==> src/include/fawp_pkg.sv <==
package fawp_pkg;

    // ------------------------------------------------------------
    // Array geometry
    // ------------------------------------------------------------
    localparam int ADDR_W          = 24;
    localparam int ARRAY_BYTES     = 16777216;
    localparam int SECTOR_COUNT    = 256;
    localparam int SUBSECTOR_COUNT = 4096;
    localparam int PAGE_COUNT      = 65536;
    localparam int PAGE_BYTES      = 256;
    localparam int SUBSECTOR_BYTES = 4096;
    localparam int SECTOR_BYTES    = 65536;
    localparam int OTP_BYTES       = 64;
    localparam int SECTOR_LSB      = 16;
    localparam int SECTOR_W        = 8;
    localparam int BITS_PER_BYTE   = 8;

    // ------------------------------------------------------------
    // Protection decode and reset values
    // ------------------------------------------------------------
    localparam logic [3:0] BP_ALL_CODE = 4'h9;
    localparam logic [3:0] BP_RST      = 4'h0;
    localparam logic       SIDE_RST    = 1'b0;
    localparam logic [SECTOR_COUNT-1:0] WLOCK_RST = {SECTOR_COUNT{1'b1}};
    localparam logic [SECTOR_COUNT-1:0] LDOWN_RST = {SECTOR_COUNT{1'b0}};

    // Command data field positions
    localparam int LOCK_WR_BIT   = 0;
    localparam int LOCK_DN_BIT   = 1;
    localparam int STAT_SIDE_BIT = 4;

    // Synchronised pin positions
    localparam int PIN_LCLK = 0;
    localparam int PIN_SELN = 1;
    localparam int PIN_WPN  = 2;
    localparam int PIN_PWR  = 3;

    // ------------------------------------------------------------
    // Timing
    // ------------------------------------------------------------
    localparam int CLK_PERIOD_NS  = 10;
    localparam int PWR_SETTLE_NS  = 1000;
    localparam int PWR_SETTLE_CYC = (PWR_SETTLE_NS + CLK_PERIOD_NS - 1) / CLK_PERIOD_NS;

    // ------------------------------------------------------------
    // Types
    // ------------------------------------------------------------
    typedef enum logic [3:0] {
        OP_NONE, OP_WREN, OP_WRDI, OP_PAGE_PROG, OP_SUB_ERASE,
        OP_SEC_ERASE, OP_BULK_ERASE, OP_OTP_PROG, OP_LOCK_WR, OP_STAT_WR
    } fawp_op_t;

    typedef enum logic [2:0] {
        RC_NONE, RC_COUNT, RC_WEL, RC_POWER, RC_LOCKED, RC_RANGE, RC_BADOP
    } fawp_cause_t;

    typedef enum logic [1:0] {ST_POWERUP, ST_IDLE, ST_FRAME} fawp_st_t;

    typedef struct packed {
        fawp_op_t          op;
        logic [ADDR_W-1:0] addr;
        logic [7:0]        data;
    } fawp_cmd_t;

    typedef struct packed {
        logic              go;
        logic              refuse;
        fawp_cause_t       cause;
        fawp_op_t          kind;
        logic [ADDR_W-1:0] first;
        logic [ADDR_W-1:0] last;
        logic [7:0]        wr_byte;
    } fawp_res_t;

    typedef struct packed {
        fawp_st_t          state;
        logic [3:0]        sync1;
        logic [3:0]        sync2;
        logic              lclk_d;
        logic [15:0]       pwr_cnt;
        logic [2:0]        bitcnt;
        logic              pend;
        fawp_cmd_t         cmd;
        logic              wel;
        logic [3:0]        bp;
        logic              side;
        logic [SECTOR_COUNT-1:0] wlock;
        logic [SECTOR_COUNT-1:0] ldown;
        fawp_res_t         res;
    } fawp_state_t;

    // Sector index of a byte address
    function automatic logic [SECTOR_W-1:0] sector_of(input logic [ADDR_W-1:0] a);
        return a[SECTOR_LSB +: SECTOR_W];
    endfunction : sector_of

    // Commands that change array or register contents
    function automatic logic is_modify(input fawp_op_t op);
        return !(op == OP_NONE || op == OP_WREN || op == OP_WRDI);
    endfunction : is_modify

endpackage : fawp_pkg

==> src/design/fawp_region_decode.sv <==
`timescale 1ns/1ps
module fawp_region_decode
    import fawp_pkg::*;
(
    // Protection code
    input  wire logic [3:0]          code,
    input  wire logic                side,
    // Sector under test
    input  wire logic [SECTOR_W-1:0] sector,
    // Decode result
    output logic                     hit,
    output logic                     any
);

    logic [8:0] span;

    // ------------------------------------------------------------
    // Protected sector count, then compare at the chosen end
    // ------------------------------------------------------------
    always_comb begin
        if (code == 4'h0) begin
            span = 9'h000;
        end else if (code >= BP_ALL_CODE) begin
            span = 9'h100;
        end else begin
            span = 9'h001 << (code - 4'h1);
        end
        any = (span != 9'h000);
        if (side) begin
            hit = ({1'b0, sector} < span);
        end else begin
            hit = ({1'b0, sector} >= (9'h100 - span));
        end
    end

endmodule : fawp_region_decode

==> src/design/fawp_guard.sv <==
`timescale 1ns/1ps
module fawp_guard
    import fawp_pkg::*;
(
    // Clock and reset
    input  wire logic        core_clk,
    input  wire logic        rst,
    // Link pins, asynchronous
    input  wire logic        link_clk,
    input  wire logic        link_sel_n,
    input  wire logic        write_prot_n,
    input  wire logic        supply_ok,
    // Protection pin usage select
    input  wire logic        wp_pin_en,
    // Decoded command from the serial front end
    input  wire logic        cmd_valid,
    input  wire fawp_cmd_t   cmd_in,
    input  wire logic [7:0]  array_old_byte,
    // Operation result
    output fawp_res_t        op_out,
    // Status
    output logic             write_latch,
    output logic             protect_level_bit0,
    output logic             protect_level_bit1,
    output logic             protect_level_bit2,
    output logic             protect_level_bit3,
    output logic             protect_region_side
);

    fawp_state_t s_q;
    fawp_state_t nxt_s;
    logic                bp_hit;
    logic                bp_any;
    logic [SECTOR_W-1:0] cur_sec;
    logic                link_rise;
    logic                wp_active;
    logic                sec_prot;
    fawp_cause_t         cause;

    // ------------------------------------------------------------
    // Block-protect region decode
    // ------------------------------------------------------------
    assign cur_sec = sector_of(s_q.cmd.addr);

    fawp_region_decode u_region (
        .code   (s_q.bp),
        .side   (s_q.side),
        .sector (cur_sec),
        .hit    (bp_hit),
        .any    (bp_any)
    );

    // Synchronised pin views
    assign link_rise = s_q.sync2[PIN_LCLK] & ~s_q.lclk_d;
    assign wp_active = wp_pin_en & ~s_q.sync2[PIN_WPN];
    assign sec_prot  = s_q.wlock[cur_sec] | bp_hit;

    // ------------------------------------------------------------
    // Command checks
    // ------------------------------------------------------------
    always_comb begin
        cause = RC_NONE;
        if (s_q.bitcnt != 3'h0) begin
            cause = RC_COUNT;
        end else if (is_modify(s_q.cmd.op) && !s_q.wel) begin
            cause = RC_WEL;
        end else begin
            case (s_q.cmd.op)
                OP_WREN, OP_WRDI: cause = RC_NONE;
                OP_PAGE_PROG, OP_SUB_ERASE, OP_SEC_ERASE: begin
                    if (sec_prot) cause = RC_LOCKED;
                end
                OP_BULK_ERASE: begin
                    if ((|s_q.wlock) || bp_any) cause = RC_LOCKED;
                end
                OP_OTP_PROG: begin
                    if (s_q.cmd.addr >= ADDR_W'(OTP_BYTES)) cause = RC_RANGE;
                end
                OP_LOCK_WR: begin
                    if (s_q.ldown[cur_sec]) cause = RC_LOCKED;
                end
                OP_STAT_WR: begin
                    if (wp_active) cause = RC_LOCKED;
                end
                default: cause = RC_BADOP;
            endcase
        end
    end

    // ------------------------------------------------------------
    // Next-state logic
    // ------------------------------------------------------------
    always_comb begin
        nxt_s            = s_q;
        nxt_s.sync1      = {supply_ok, write_prot_n, link_sel_n, link_clk};
        nxt_s.sync2      = s_q.sync1;
        nxt_s.lclk_d     = s_q.sync2[PIN_LCLK];
        nxt_s.res.go     = 1'b0;
        nxt_s.res.refuse = 1'b0;
        case (s_q.state)
            ST_POWERUP: begin
                nxt_s.wel = 1'b0;
                if (!s_q.sync2[PIN_PWR]) begin
                    nxt_s.pwr_cnt = 16'h0000;
                end else if (s_q.pwr_cnt == 16'(PWR_SETTLE_CYC - 1)) begin
                    nxt_s.state = ST_IDLE;
                end else begin
                    nxt_s.pwr_cnt = s_q.pwr_cnt + 16'h0001;
                end
            end
            ST_IDLE: begin
                if (!s_q.sync2[PIN_PWR]) begin
                    nxt_s.state   = ST_POWERUP;
                    nxt_s.pwr_cnt = 16'h0000;
                end else if (!s_q.sync2[PIN_SELN]) begin
                    nxt_s.state  = ST_FRAME;
                    nxt_s.bitcnt = 3'h0;
                    nxt_s.pend   = 1'b0;
                end
            end
            ST_FRAME: begin
                if (link_rise) nxt_s.bitcnt = s_q.bitcnt + 3'h1;
                if (cmd_valid && !s_q.pend) begin
                    nxt_s.pend = 1'b1;
                    nxt_s.cmd  = cmd_in;
                end
                if (!s_q.sync2[PIN_PWR]) begin
                    nxt_s.state   = ST_POWERUP;
                    nxt_s.pwr_cnt = 16'h0000;
                    if (s_q.pend) begin
                        nxt_s.res.refuse = 1'b1;
                        nxt_s.res.cause  = RC_POWER;
                        nxt_s.res.kind   = s_q.cmd.op;
                    end
                end else if (s_q.sync2[PIN_SELN]) begin
                    nxt_s.state = ST_IDLE;
                    if (s_q.pend) begin
                        nxt_s.res.kind    = s_q.cmd.op;
                        nxt_s.res.cause   = cause;
                        nxt_s.res.first   = s_q.cmd.addr;
                        nxt_s.res.last    = s_q.cmd.addr;
                        nxt_s.res.wr_byte = 8'h00;
                        if (cause != RC_NONE) begin
                            nxt_s.res.refuse = 1'b1;
                        end else begin
                            nxt_s.res.go = 1'b1;
                            if (is_modify(s_q.cmd.op)) nxt_s.wel = 1'b0;
                            case (s_q.cmd.op)
                                OP_WREN: nxt_s.wel = 1'b1;
                                OP_WRDI: nxt_s.wel = 1'b0;
                                OP_PAGE_PROG: begin
                                    nxt_s.res.first = {s_q.cmd.addr[23:8], 8'h00};
                                    nxt_s.res.last  = {s_q.cmd.addr[23:8], 8'hff};
                                    nxt_s.res.wr_byte = array_old_byte & s_q.cmd.data;
                                end
                                OP_OTP_PROG: begin
                                    nxt_s.res.wr_byte = array_old_byte & s_q.cmd.data;
                                end
                                OP_SUB_ERASE: begin
                                    nxt_s.res.first = {s_q.cmd.addr[23:12], 12'h000};
                                    nxt_s.res.last  = {s_q.cmd.addr[23:12], 12'hfff};
                                    nxt_s.res.wr_byte = 8'hff;
                                end
                                OP_SEC_ERASE: begin
                                    nxt_s.res.first = {s_q.cmd.addr[23:16], 16'h0000};
                                    nxt_s.res.last  = {s_q.cmd.addr[23:16], 16'hffff};
                                    nxt_s.res.wr_byte = 8'hff;
                                end
                                OP_BULK_ERASE: begin
                                    nxt_s.res.first = 24'h000000;
                                    nxt_s.res.last  = 24'(ARRAY_BYTES - 1);
                                    nxt_s.res.wr_byte = 8'hff;
                                end
                                OP_LOCK_WR: begin
                                    nxt_s.wlock[cur_sec] = s_q.cmd.data[LOCK_WR_BIT];
                                    nxt_s.ldown[cur_sec] = s_q.cmd.data[LOCK_DN_BIT];
                                end
                                OP_STAT_WR: begin
                                    nxt_s.bp   = s_q.cmd.data[3:0];
                                    nxt_s.side = s_q.cmd.data[STAT_SIDE_BIT];
                                end
                                default: nxt_s.res.wr_byte = 8'h00;
                            endcase
                        end
                    end
                end
            end
            default: nxt_s.state = ST_POWERUP;
        endcase
    end

    // ------------------------------------------------------------
    // State register
    // ------------------------------------------------------------
    always_ff @(posedge core_clk) begin
        if (rst) begin
            s_q       <= '0;
            s_q.wlock <= WLOCK_RST;
            s_q.ldown <= LDOWN_RST;
            s_q.bp    <= BP_RST;
            s_q.side  <= SIDE_RST;
        end else begin
            s_q <= nxt_s;
        end
    end

    // Outputs
    assign op_out              = s_q.res;
    assign write_latch         = s_q.wel;
    assign protect_level_bit0  = s_q.bp[0];
    assign protect_level_bit1  = s_q.bp[1];
    assign protect_level_bit2  = s_q.bp[2];
    assign protect_level_bit3  = s_q.bp[3];
    assign protect_region_side = s_q.side;

    // ------------------------------------------------------------
    // Checks
    // ------------------------------------------------------------
    chk_wel_needed: assert property (@(posedge core_clk) disable iff (rst)
        s_q.res.go && is_modify(s_q.res.kind) |-> $past(s_q.wel) && !s_q.wel)
        else $error("modify executed without write latch");

    chk_whole_bytes: assert property (@(posedge core_clk) disable iff (rst)
        $rose(s_q.res.go) |-> $past(s_q.bitcnt) == 3'h0)
        else $error("command executed on partial byte");

    chk_power_block: assert property (@(posedge core_clk) disable iff (rst)
        s_q.state == ST_POWERUP |=> !s_q.res.go)
        else $error("operation during power settle");

    chk_lock_blocks: assert property (@(posedge core_clk) disable iff (rst)
        s_q.res.go && (s_q.res.kind inside {OP_SUB_ERASE, OP_SEC_ERASE, OP_PAGE_PROG})
        |-> !s_q.wlock[sector_of(s_q.res.first)])
        else $error("locked sector modified");

    chk_ldown_freeze: assert property (@(posedge core_clk) disable iff (rst)
        ((s_q.wlock ^ $past(s_q.wlock)) & $past(s_q.ldown)) == '0)
        else $error("frozen lock bit changed");

    chk_ldown_sticky: assert property (@(posedge core_clk) disable iff (rst)
        ($past(s_q.ldown) & ~s_q.ldown) == '0)
        else $error("lock-down cleared without reset");

    chk_wp_freeze: assert property (@(posedge core_clk) disable iff (rst)
        wp_active |=> $stable(s_q.bp) && $stable(s_q.side))
        else $error("protect bits changed under write-protect");

    chk_erase_ones: assert property (@(posedge core_clk) disable iff (rst)
        s_q.res.go && (s_q.res.kind inside {OP_SUB_ERASE, OP_SEC_ERASE, OP_BULK_ERASE})
        |-> s_q.res.wr_byte == 8'hff)
        else $error("erase data not all ones");

    chk_prog_clears: assert property (@(posedge core_clk) disable iff (rst)
        s_q.res.go && s_q.res.kind == OP_PAGE_PROG
        |-> (s_q.res.wr_byte & ~$past(array_old_byte)) == 8'h00)
        else $error("program set a bit");

    chk_page_span: assert property (@(posedge core_clk) disable iff (rst)
        s_q.res.go && s_q.res.kind == OP_PAGE_PROG
        |-> s_q.res.last - s_q.res.first == 24'(PAGE_BYTES - 1))
        else $error("program span not one page");

endmodule : fawp_guard

==> config.mk <==
export PLATFORM = sky130hd
export DESIGN_NAME = fawp_guard
export DESIGN_NICKNAME = d
export VERILOG_FILES = /design/src/include/fawp_pkg.sv /design/src/design/fawp_region_decode.sv /design/src/design/fawp_guard.sv
export SDC_FILE = /design/constraint.sdc
export NUM_CORES = 1
export LEC_CHECK = 0
export ABC_AREA = 0
export BUFFER_PORTS_ARGS = -buffer_cell sky130_fd_sc_hd__buf_2
export CORE_AREA = 4 4 261 314
export DETAILED_ROUTE_END_ITERATION = 8
export DIE_AREA = 0 0 265 318
export GPL_TIMING_DRIVEN = 0
export PLACE_DENSITY = 0.54
export REMOVE_ABC_BUFFERS = 1
export SETUP_SLACK_MARGIN = 0.3
export SYNTH_ARGS = -nofsm -noshare
export SYNTH_HDL_FRONTEND = slang
export SYNTH_HIERARCHICAL = 1
export SYNTH_SLANG_ARGS = --single-unit
==> constraint.sdc <==
create_clock -name core_clk -period 10.8 [get_ports core_clk]
set_clock_uncertainty 0.1 [all_clocks]
set_input_delay 1.62 -clock core_clk [delete_from_list [all_inputs] [get_ports core_clk]]
set_output_delay 1.62 -clock core_clk [all_outputs]
set_load 0.005 [all_outputs]
* Yosys cells after proc, flatten, opt, wreduce, memory -nomap -nowiden
Index checks and enable logic that the tools add are counted.
Word-level totals: memory bits (read-only) 0, memories kept 0, logic and storage cells 160, register bits after elaboration 650, RAM bits 0, latch bits 0
Cells by class: equality and inequality tests 29, shift-type cells 1, multipliers 0, reductions and logical operators 37, $add $sub $neg 4, order comparisons 6, bitwise logic cells 11, divide/modulo/power cells 0, multiplexer cells 50
Operator list (count):
- 2-to-1 mux 583 bit | 2
- 2-to-1 mux 519 bit | 2
- bitwise mux 256 bit | 2
- 2-to-1 mux 512 bit | 1
- OR reduction 256 bit | 1
- case mux 48 bit (4 select lines) | 1
- 2-to-1 mux 56 bit | 1
- 2-to-1 mux 16 bit | 3
- 2-to-1 mux 37 bit | 1
- case mux 16 bit (2 select lines) | 1
- != test 2 bit (second input constant) | 13
- greater-or-equal comparator 24 x 7 -> 1 bit (second input constant) | 1
- 2-to-1 mux 3 bit | 8
- AND reduction 4 bit | 5
- 2-to-1 mux 9 bit | 2
- case mux 3 bit (6 select lines) | 1
- AND reduction 6 bit | 3
- adder 16 x 1 -> 16 bit (second input constant) | 1
- binary-select mux 1 bit (select 8 bit) | 2
- equality test 16 x 7 -> 1 bit (second input constant) | 1
- equality test 4 x 3 -> 1 bit (second input constant) | 4
- 2-to-1 mux 8 bit | 2
- case mux 8 bit (2 select lines) | 1
- 2-to-1 mux 2 bit | 6
- 40 further kinds | 73

* Logic depth before layout (Yosys ltp)
Gate-level depths: netlist of the first run.
depth in word-level cells 18, mapped depth 20, gate-level depth less buffers 18

* By module
The synthesis of the first run kept the hierarchy.
Modules (own cells, without submodules):
- fawp_guard | cells an instance 3097, area an instance 29198.0 µm², seq. area each 13012.5 µm², times used 1
- fawp_region_decode | cells an instance 75, area an instance 585.6 µm², seq. area each 0.0 µm², times used 1

* Worst setup path after synthesis of the first run
Ideal clock, no wire load.
path kind register to register, start point register s_q (netlist bit protect_level_bit0), end point register s_q (netlist bit op_out[38]), buffers on the path 2, arrival 3585 ps, required time 10583 ps, cell stages (with the launch flop) 21, clock period less this slack 3802 ps, setup time 117 ps, setup slack 6998 ps, path through dfxtp_1 -> buf_6 -> nor2b_1 -> and2_1 -> inv_1 -> ha_1 -> o21ai_0 -> o21ai_1 -> ha_1 -> nand4_1 -> nor2_1 -> a211oi_1 -> a32oi_1 -> a21oi_1 -> nand4_1 -> o41ai_1 -> and3b_1 -> nor3b_4 -> nand3_4 -> buf_6 -> a22o_1
On the way: word-level cells in the longest chain between the ends 14, elaborated cells on any way between the ends 20, those cells by class add/sub (2); order compare (3); shift (1); mux (9); bitwise (1); reduce/logical (4)
RTL lines:
- start: declaration | line fawp_guard.sv:30 | fawp_state_t s_q;
- start signal: assignment | line fawp_guard.sv:203 | s_q <= nxt_s;
- subtractor 4 x 1 -> 4 bit | line fawp_region_decode.sv:26 | span = 9'h001 << (code - 4'h1);
- left shift 1 x 4 -> 9 bit | line fawp_region_decode.sv:26
- 2-to-1 mux 9 bit | line fawp_region_decode.sv:23 | end else if (code >= BP_ALL_CODE) begin
- 2-to-1 mux 9 bit * | line fawp_region_decode.sv:21 | if (code == 4'h0) begin
- subtractor 9 bit | line fawp_region_decode.sv:32 | hit = ({1'b0, sector} >= (9'h100 - span));
- greater-or-equal comparator 8 x 9 -> 1 bit | line fawp_region_decode.sv:32
- 2-to-1 mux 1 bit * | line fawp_region_decode.sv:29 | if (side) begin
- via bp_hit | line fawp_guard.sv:32 | logic bp_hit;
- OR 1 bit * | line fawp_guard.sv:56 | assign sec_prot = s_q.wlock[cur_sec] | bp_hit;
- 2-to-1 mux 3 bit * | line fawp_guard.sv:71 | if (sec_prot) cause = RC_LOCKED;
- case mux 3 bit (6 select lines) * | line fawp_guard.sv:68 | case (s_q.cmd.op)
- 2-to-1 mux 3 bit * | line fawp_guard.sv:65 | end else if (is_modify(s_q.cmd.op) && !s_q.wel) begin
- 2-to-1 mux 3 bit * | line fawp_guard.sv:63 | if (s_q.bitcnt != 3'h0) begin
- nonzero test 3 bit * | line fawp_guard.sv:143 | if (cause != RC_NONE) begin
- 2-to-1 mux 56 bit * | line fawp_guard.sv:143
Mark *: on every way through the listed nets, which the timed path passes. The rest lies on a longest branch. A chain may end at the register's enable or synchronous reset.

==> metrics.csv, run 1 <==
metric,value,unit
clk buf depth,3,
RSZ-0062 raised after global routing,no,
gr usage total,21.8,%
pre-CTS setup slack,4.99,ns
design area,0.0333,sq mm
#FFs+latches synth,650,
Final setup viols,0,
die height,318,microns
post_cts resized,0,
crit path DAT,6.44,ns
Post-synth EDFFs,0,
drt wl/cell,23.0,microns
CTS tree,built,
Critical Path End Type,flip-flop,
final worst slack,4.78,ns
Iteration-0 DRC Markers,1863,
"critical path fanouts, max",40,
full die area,0.0843,sq mm
top layer in use,met5,
startpoint types,flip-flop,
leakage power,10.4,nW
Netlist cell types,79,
placed inst area,0.0311,sq mm
"commonest non-fill, non-tap cell in the layout",dfxtp_1,
largest net degree at the start of global routing,158,
CTS buffer count,68,
Peak VDD IR,0.000101,V
endpoints failing hold,0,
IO buf count,122,
worst hold path type,reg -> reg,
first-pass GRT wire length,147000,microns
Detailed Route WL,95700,microns
Fmax achieved,166,MHz
postcts setup bufs,0,
routed wl met2,45600,microns
final worst-path cycle share,55.7,%
routed via count,23900,
Pins Over Slew Limit,22,
final net count,3161,
wl on met1,40500,microns
Pre-antenna DRT Iters,5,
post-synth top area cell,dfxtp_1,
Skew-Pair Late Insertion Delay,0.62,ns
met3 wire len,5620,microns
Tmin final,6.02,ns
Synth area leaders,"dfxtp_1, mux2i_1, o2bb2ai_1",
Worst Path Required,11.22,ns
GR Overflow Total,0,
register area share after synthesis,43.7,%
min-delay src,nxt_s[642],
CTS HTree Levels,3,
ys flop type,dfxtp_1,
ANT cells,0,
core area,0.0789,sq mm
Post-CTS Hold Buffers,0,
fin util,42.2,%
area growth from synthesis to layout,11.9,%
warnings from Yosys,6,
antenna violations before repair,2,
failing checks,"capacitance limit, slew limit",
most frequent cells in the layout,"dfxtp_1, nor2_1, mux2i_1",
Mapped Area,0.0298,sq mm
reg2reg start,cur_sec[5],
"Avg Cell Area, Syn",9.39,sq um
Slew HR,-1.17,%
run status,"finished, violations left",
vias in the first global route,24400,
DR vias/cell,5.74,
GPL Wtd Cong,0.817,
fraction of registers with async set or reset after synthesis,0,%
Setup TNS,0,ns
post-synthesis cell count,3172,
Row Count,113,
total of max-cap violations,1,
Hold Slack,0.329,ns
share of layout cells above drive strength 1,11.5,%
DP Wirelength,62400,microns
I/O pin count,123,
Residual DRC,0,
Synth top area share,43.7,%
CTS root buf,clkbuf_16,
starting density of the core,37.8,%
Antenna Nets Post-Route,0,
die width,265,microns
Worst-path clk slew,0.07,ns
CP Launch Point,cur_sec[5],
worst-margin pin slew,1.52,ns
CTS sink count,650,
critical setup path kind,reg -> reg,
PD cells,147,mW/mm^2
-- cell type report --
cell class              count  area (sq um)
clock inverters            22           277
well taps                1035          1290
clock buffers              98          1990
inverters                  25           101
fillers                  7656         45600
repair buffers            168          1520
multi-input cells        2172         15100
flip-flops and latches    650         13000
-- cell families (layout without fill, tap and decap cells) --
kind of cell	count (synthesis)	in the layout	share of synthesized area, %
compound gates	582	582	14.9
fa+ha+maj	24	24	1.01
simple gates	1052	1052	15.8
mux	498	498	18.1
buf+inv	350	313	5.98
flops	650	650	43.7
xor+xnor	16	16	0.471
-- critical path: stages, from the launching register on --
cell,delay [ns]
dfxtp_1,1.25
nand2_1,0.79
a21oi_1,0.55
nor4_1,0.13
nor4_2,0.61
nor3b_2,0.64
o2111ai_4,0.52
buf_12,0.36
nand2b_4,0.37
buf_16,0.34
o2bb2ai_1,0.18
-- per-stage QoR --
| step | power (mW) | cells |
|---|---|---|
| after floorplan | 2.49 | 2847 |
| after global placement | 2.53 | 4004 |
| after detailed placement | 2.54 | 4050 |
| after CTS | 4.95 | 4170 |
| after global routing | 5.04 | 4170 |
| final | 4.90 | 4170 |
-- path summary, 6_finish.rpt --
path                            slack (ns)  cells after the start   endpoint
worst max register to register        4.78                     10  flip-flop
worst max-delay path                  4.78                     10  flip-flop
worst min-delay path                  0.33                      1   s_q[642]
worst min register to register        0.33                      1   s_q[642]
-- report_power, final --
part / internal [mW] / switching [mW] / total [mW]
clock: 1.40 / 1.01 / 2.41
sequential: 2.40 / 0.00185 / 2.40
combinational: 0.0242 / 0.0674 / 0.0916
-- per-layer routing --
layer  track usage (%)  vias up
met2              36.7      791
li1                  -    11200
met4              9.76        4
met5                 0        -
met3              3.68      202
met1              27.4    11800
-- synthesized netlist by cell type, types with 4 or more instances --
cell type and instances:
dfxtp_1 650, nor2_1 580, mux2i_1 464, o2bb2ai_1 256, nand2_1 185, clkbuf_1 157
a21oi_1 96, a22oi_1 90, buf_4 79, nor4_1 75, buf_2 65, nand3_1 55
o21ai_0 52, mux4_2 33, nand4_1 26, inv_1 25, ha_1 24, nor2b_1 24
and3_1 19, a32o_1 18, nand2b_1 18, nor3_1 15, buf_1 12, buf_6 12
a22o_1 11, a31oi_1 11, xnor2_1 9, nand3b_1 7, or3_1 7, xor2_1 7
a41oi_1 6, and2_1 6, or2_2 6, o211ai_1 4, o31ai_1 4, o41ai_1 4
Power figures use the tool's default switching activity.
==> inputs of run 2 (changes only) <==
Settings changed: PLACE_DENSITY 0.54 to 0.56.
Clock period 10.8 ns to 5.4 ns, I/O delays scaled along.
==> run 2 against run 1 <==
The run ends with capacitance limit left. Die area did not move. Worst setup slack got worse by 4.3 ns. Critical path depth increased by 4. First-iteration DRC count down 2.4%. Clock power is 96% higher. Via count fell by 1.0%. Global-route usage down 0.16 points. Sequential cell count stayed put.
==> metrics.csv, run 2 (synthesized netlist as in run 1, its figures left out) <==
metric,value,unit
"critical path fanouts, max",58,
CTS HTree Levels,3,
reg2reg start,cur_sec[0],
Peak VDD IR,0.000235,V
met3 wire len,5010,microns
Placed Instances,4053,
RSZ-0062 raised after global routing,no,
first-pass GRT wire length,146000,microns
GPL Wtd Cong,0.782,
vias in the first global route,23500,
Layout Cells excl Fill,4191,
clk buf depth,3,
flop-to-flop setup slack,0.52,ns
routed wl met2,45600,microns
DP Wirelength,60300,microns
Slew HR,0.448,%
Pins Over Slew Limit,0,
Tmin final,4.88,ns
overall power,9.71,mW
Detailed Route WL,96100,microns
design area,0.0337,sq mm
Antenna Nets Post-Route,0,
I/O pin count,123,
full die area,0.0843,sq mm
CTS tree,built,
final net count,3182,
antenna violations before repair,1,
die width,265,microns
Final setup viols,0,
largest net degree at the start of global routing,158,
"commonest non-fill, non-tap cell in the layout",dfxtp_1,
die height,318,microns
startpoint types,flip-flop,
core area,0.0789,sq mm
Skew-Pair Late Insertion Delay,0.62,ns
PD cells,288,mW/mm^2
worst hold path type,in -> reg,
routed via count,23700,
area growth from synthesis to layout,13.1,%
CTS root buf,clkbuf_16,
pre-CTS setup slack,-0.669,ns
crit path DAT,5.31,ns
drt wl/cell,22.9,microns
Row Count,113,
Pre-antenna DRT Iters,5,
total of max-cap violations,1,
wl on met1,41900,microns
Worst Path Required,5.83,ns
CTS sink count,650,
final worst slack,0.518,ns
starting density of the core,37.8,%
hold path cells,2,
CP Launch Point,cur_sec[0],
worst-margin pin slew,1.49,ns
Critical Path End Type,flip-flop,
IO buf count,122,
R2R cell count,14,
placed inst area,0.0312,sq mm
critical setup path kind,reg -> reg,
gr usage total,21.6,%
leakage power,10.6,nW
ANT cells,0,
GR Overflow Total,0,
share of layout cells above drive strength 1,12.2,%
CTS buffer count,69,
Fmax achieved,205,MHz
Worst-path clk slew,0.06,ns
Residual DRC,0,
failing checks,capacitance limit,
endpoints failing hold,0,
run status,"finished, violations left",
most frequent cells in the layout,"dfxtp_1, nor2_1, mux2i_1",
DR vias/cell,5.65,
final worst-path cycle share,90.4,%
Iteration-0 DRC Markers,1818,
top layer in use,met5,
==> run 2: routing by layer <==
layer	global-route usage [%]	vias up
met1	28.4	11600
met3	3.31	166
met4	8.24	2
li1	-	11200
met5	0	-
met2	36.0	673
==> run 2: worst min-delay path by stage <==
stage                      end       start
floorplan           nxt_s[639]  nxt_s[640]
global route        nxt_s[643]   supply_ok
detailed placement    s_q[641]  nxt_s[641]
CTS                 nxt_s[643]   supply_ok
global placement      s_q[643]  nxt_s[643]
finish              nxt_s[643]   supply_ok
==> run 2: report_power, final <==
group	internal [mW]	switching (mW)
registers	4.80	0.00386
clock network	2.73	1.99
logic	0.0518	0.137
==> run 2: timing repair <==
action	CTS	global route
gates resized for setup	14	8
hold buffers	0	0
hold endpoints to repair	0	0
pin swaps	4	2
gates cloned	1	4
buffers inserted	9	3
setup endpoints to repair	551	223
==> run 2: cell type report <==
cell class,instances,area (sq um)
Clock buffer,108,2070
Clock inverter,13,138
Fill cell,7659,45200
Inverter,25,105
Multi-Input combinational cell,2173,15200
Sequential cell,650,13000
Tap cell,1035,1290
Timing Repair Buffer,187,1880
==> run 2: metrics by stage <==
stage | hold WS (ns) | util (%) | setup TNS, ns
finish | 0.315 | 42.7 | 0
global route | 0.307 | 42.7 | 0
global placement | 0.320 | 38.0 | -
CTS | 0.280 | 42.5 | 0
floorplan | 0.314 | - | -4438.64
detailed placement | 0.328 | 39.6 | -109.82
==> run 2: critical path, cell delays in order, from the launching register on <==
cell and delay [ns]:
dfxtp_2 0.64, nor2b_4 0.56, buf_12 0.27, buf_16 0.19, a22oi_1 0.10, a21oi_1 0.40, nor4_1 0.14, a211oi_2 0.51
and3b_1 0.44, o2111ai_4 0.19, buf_16 0.22, buf_16 0.18, nand2b_4 0.24, buf_16 0.30, o2bb2ai_1 0.21
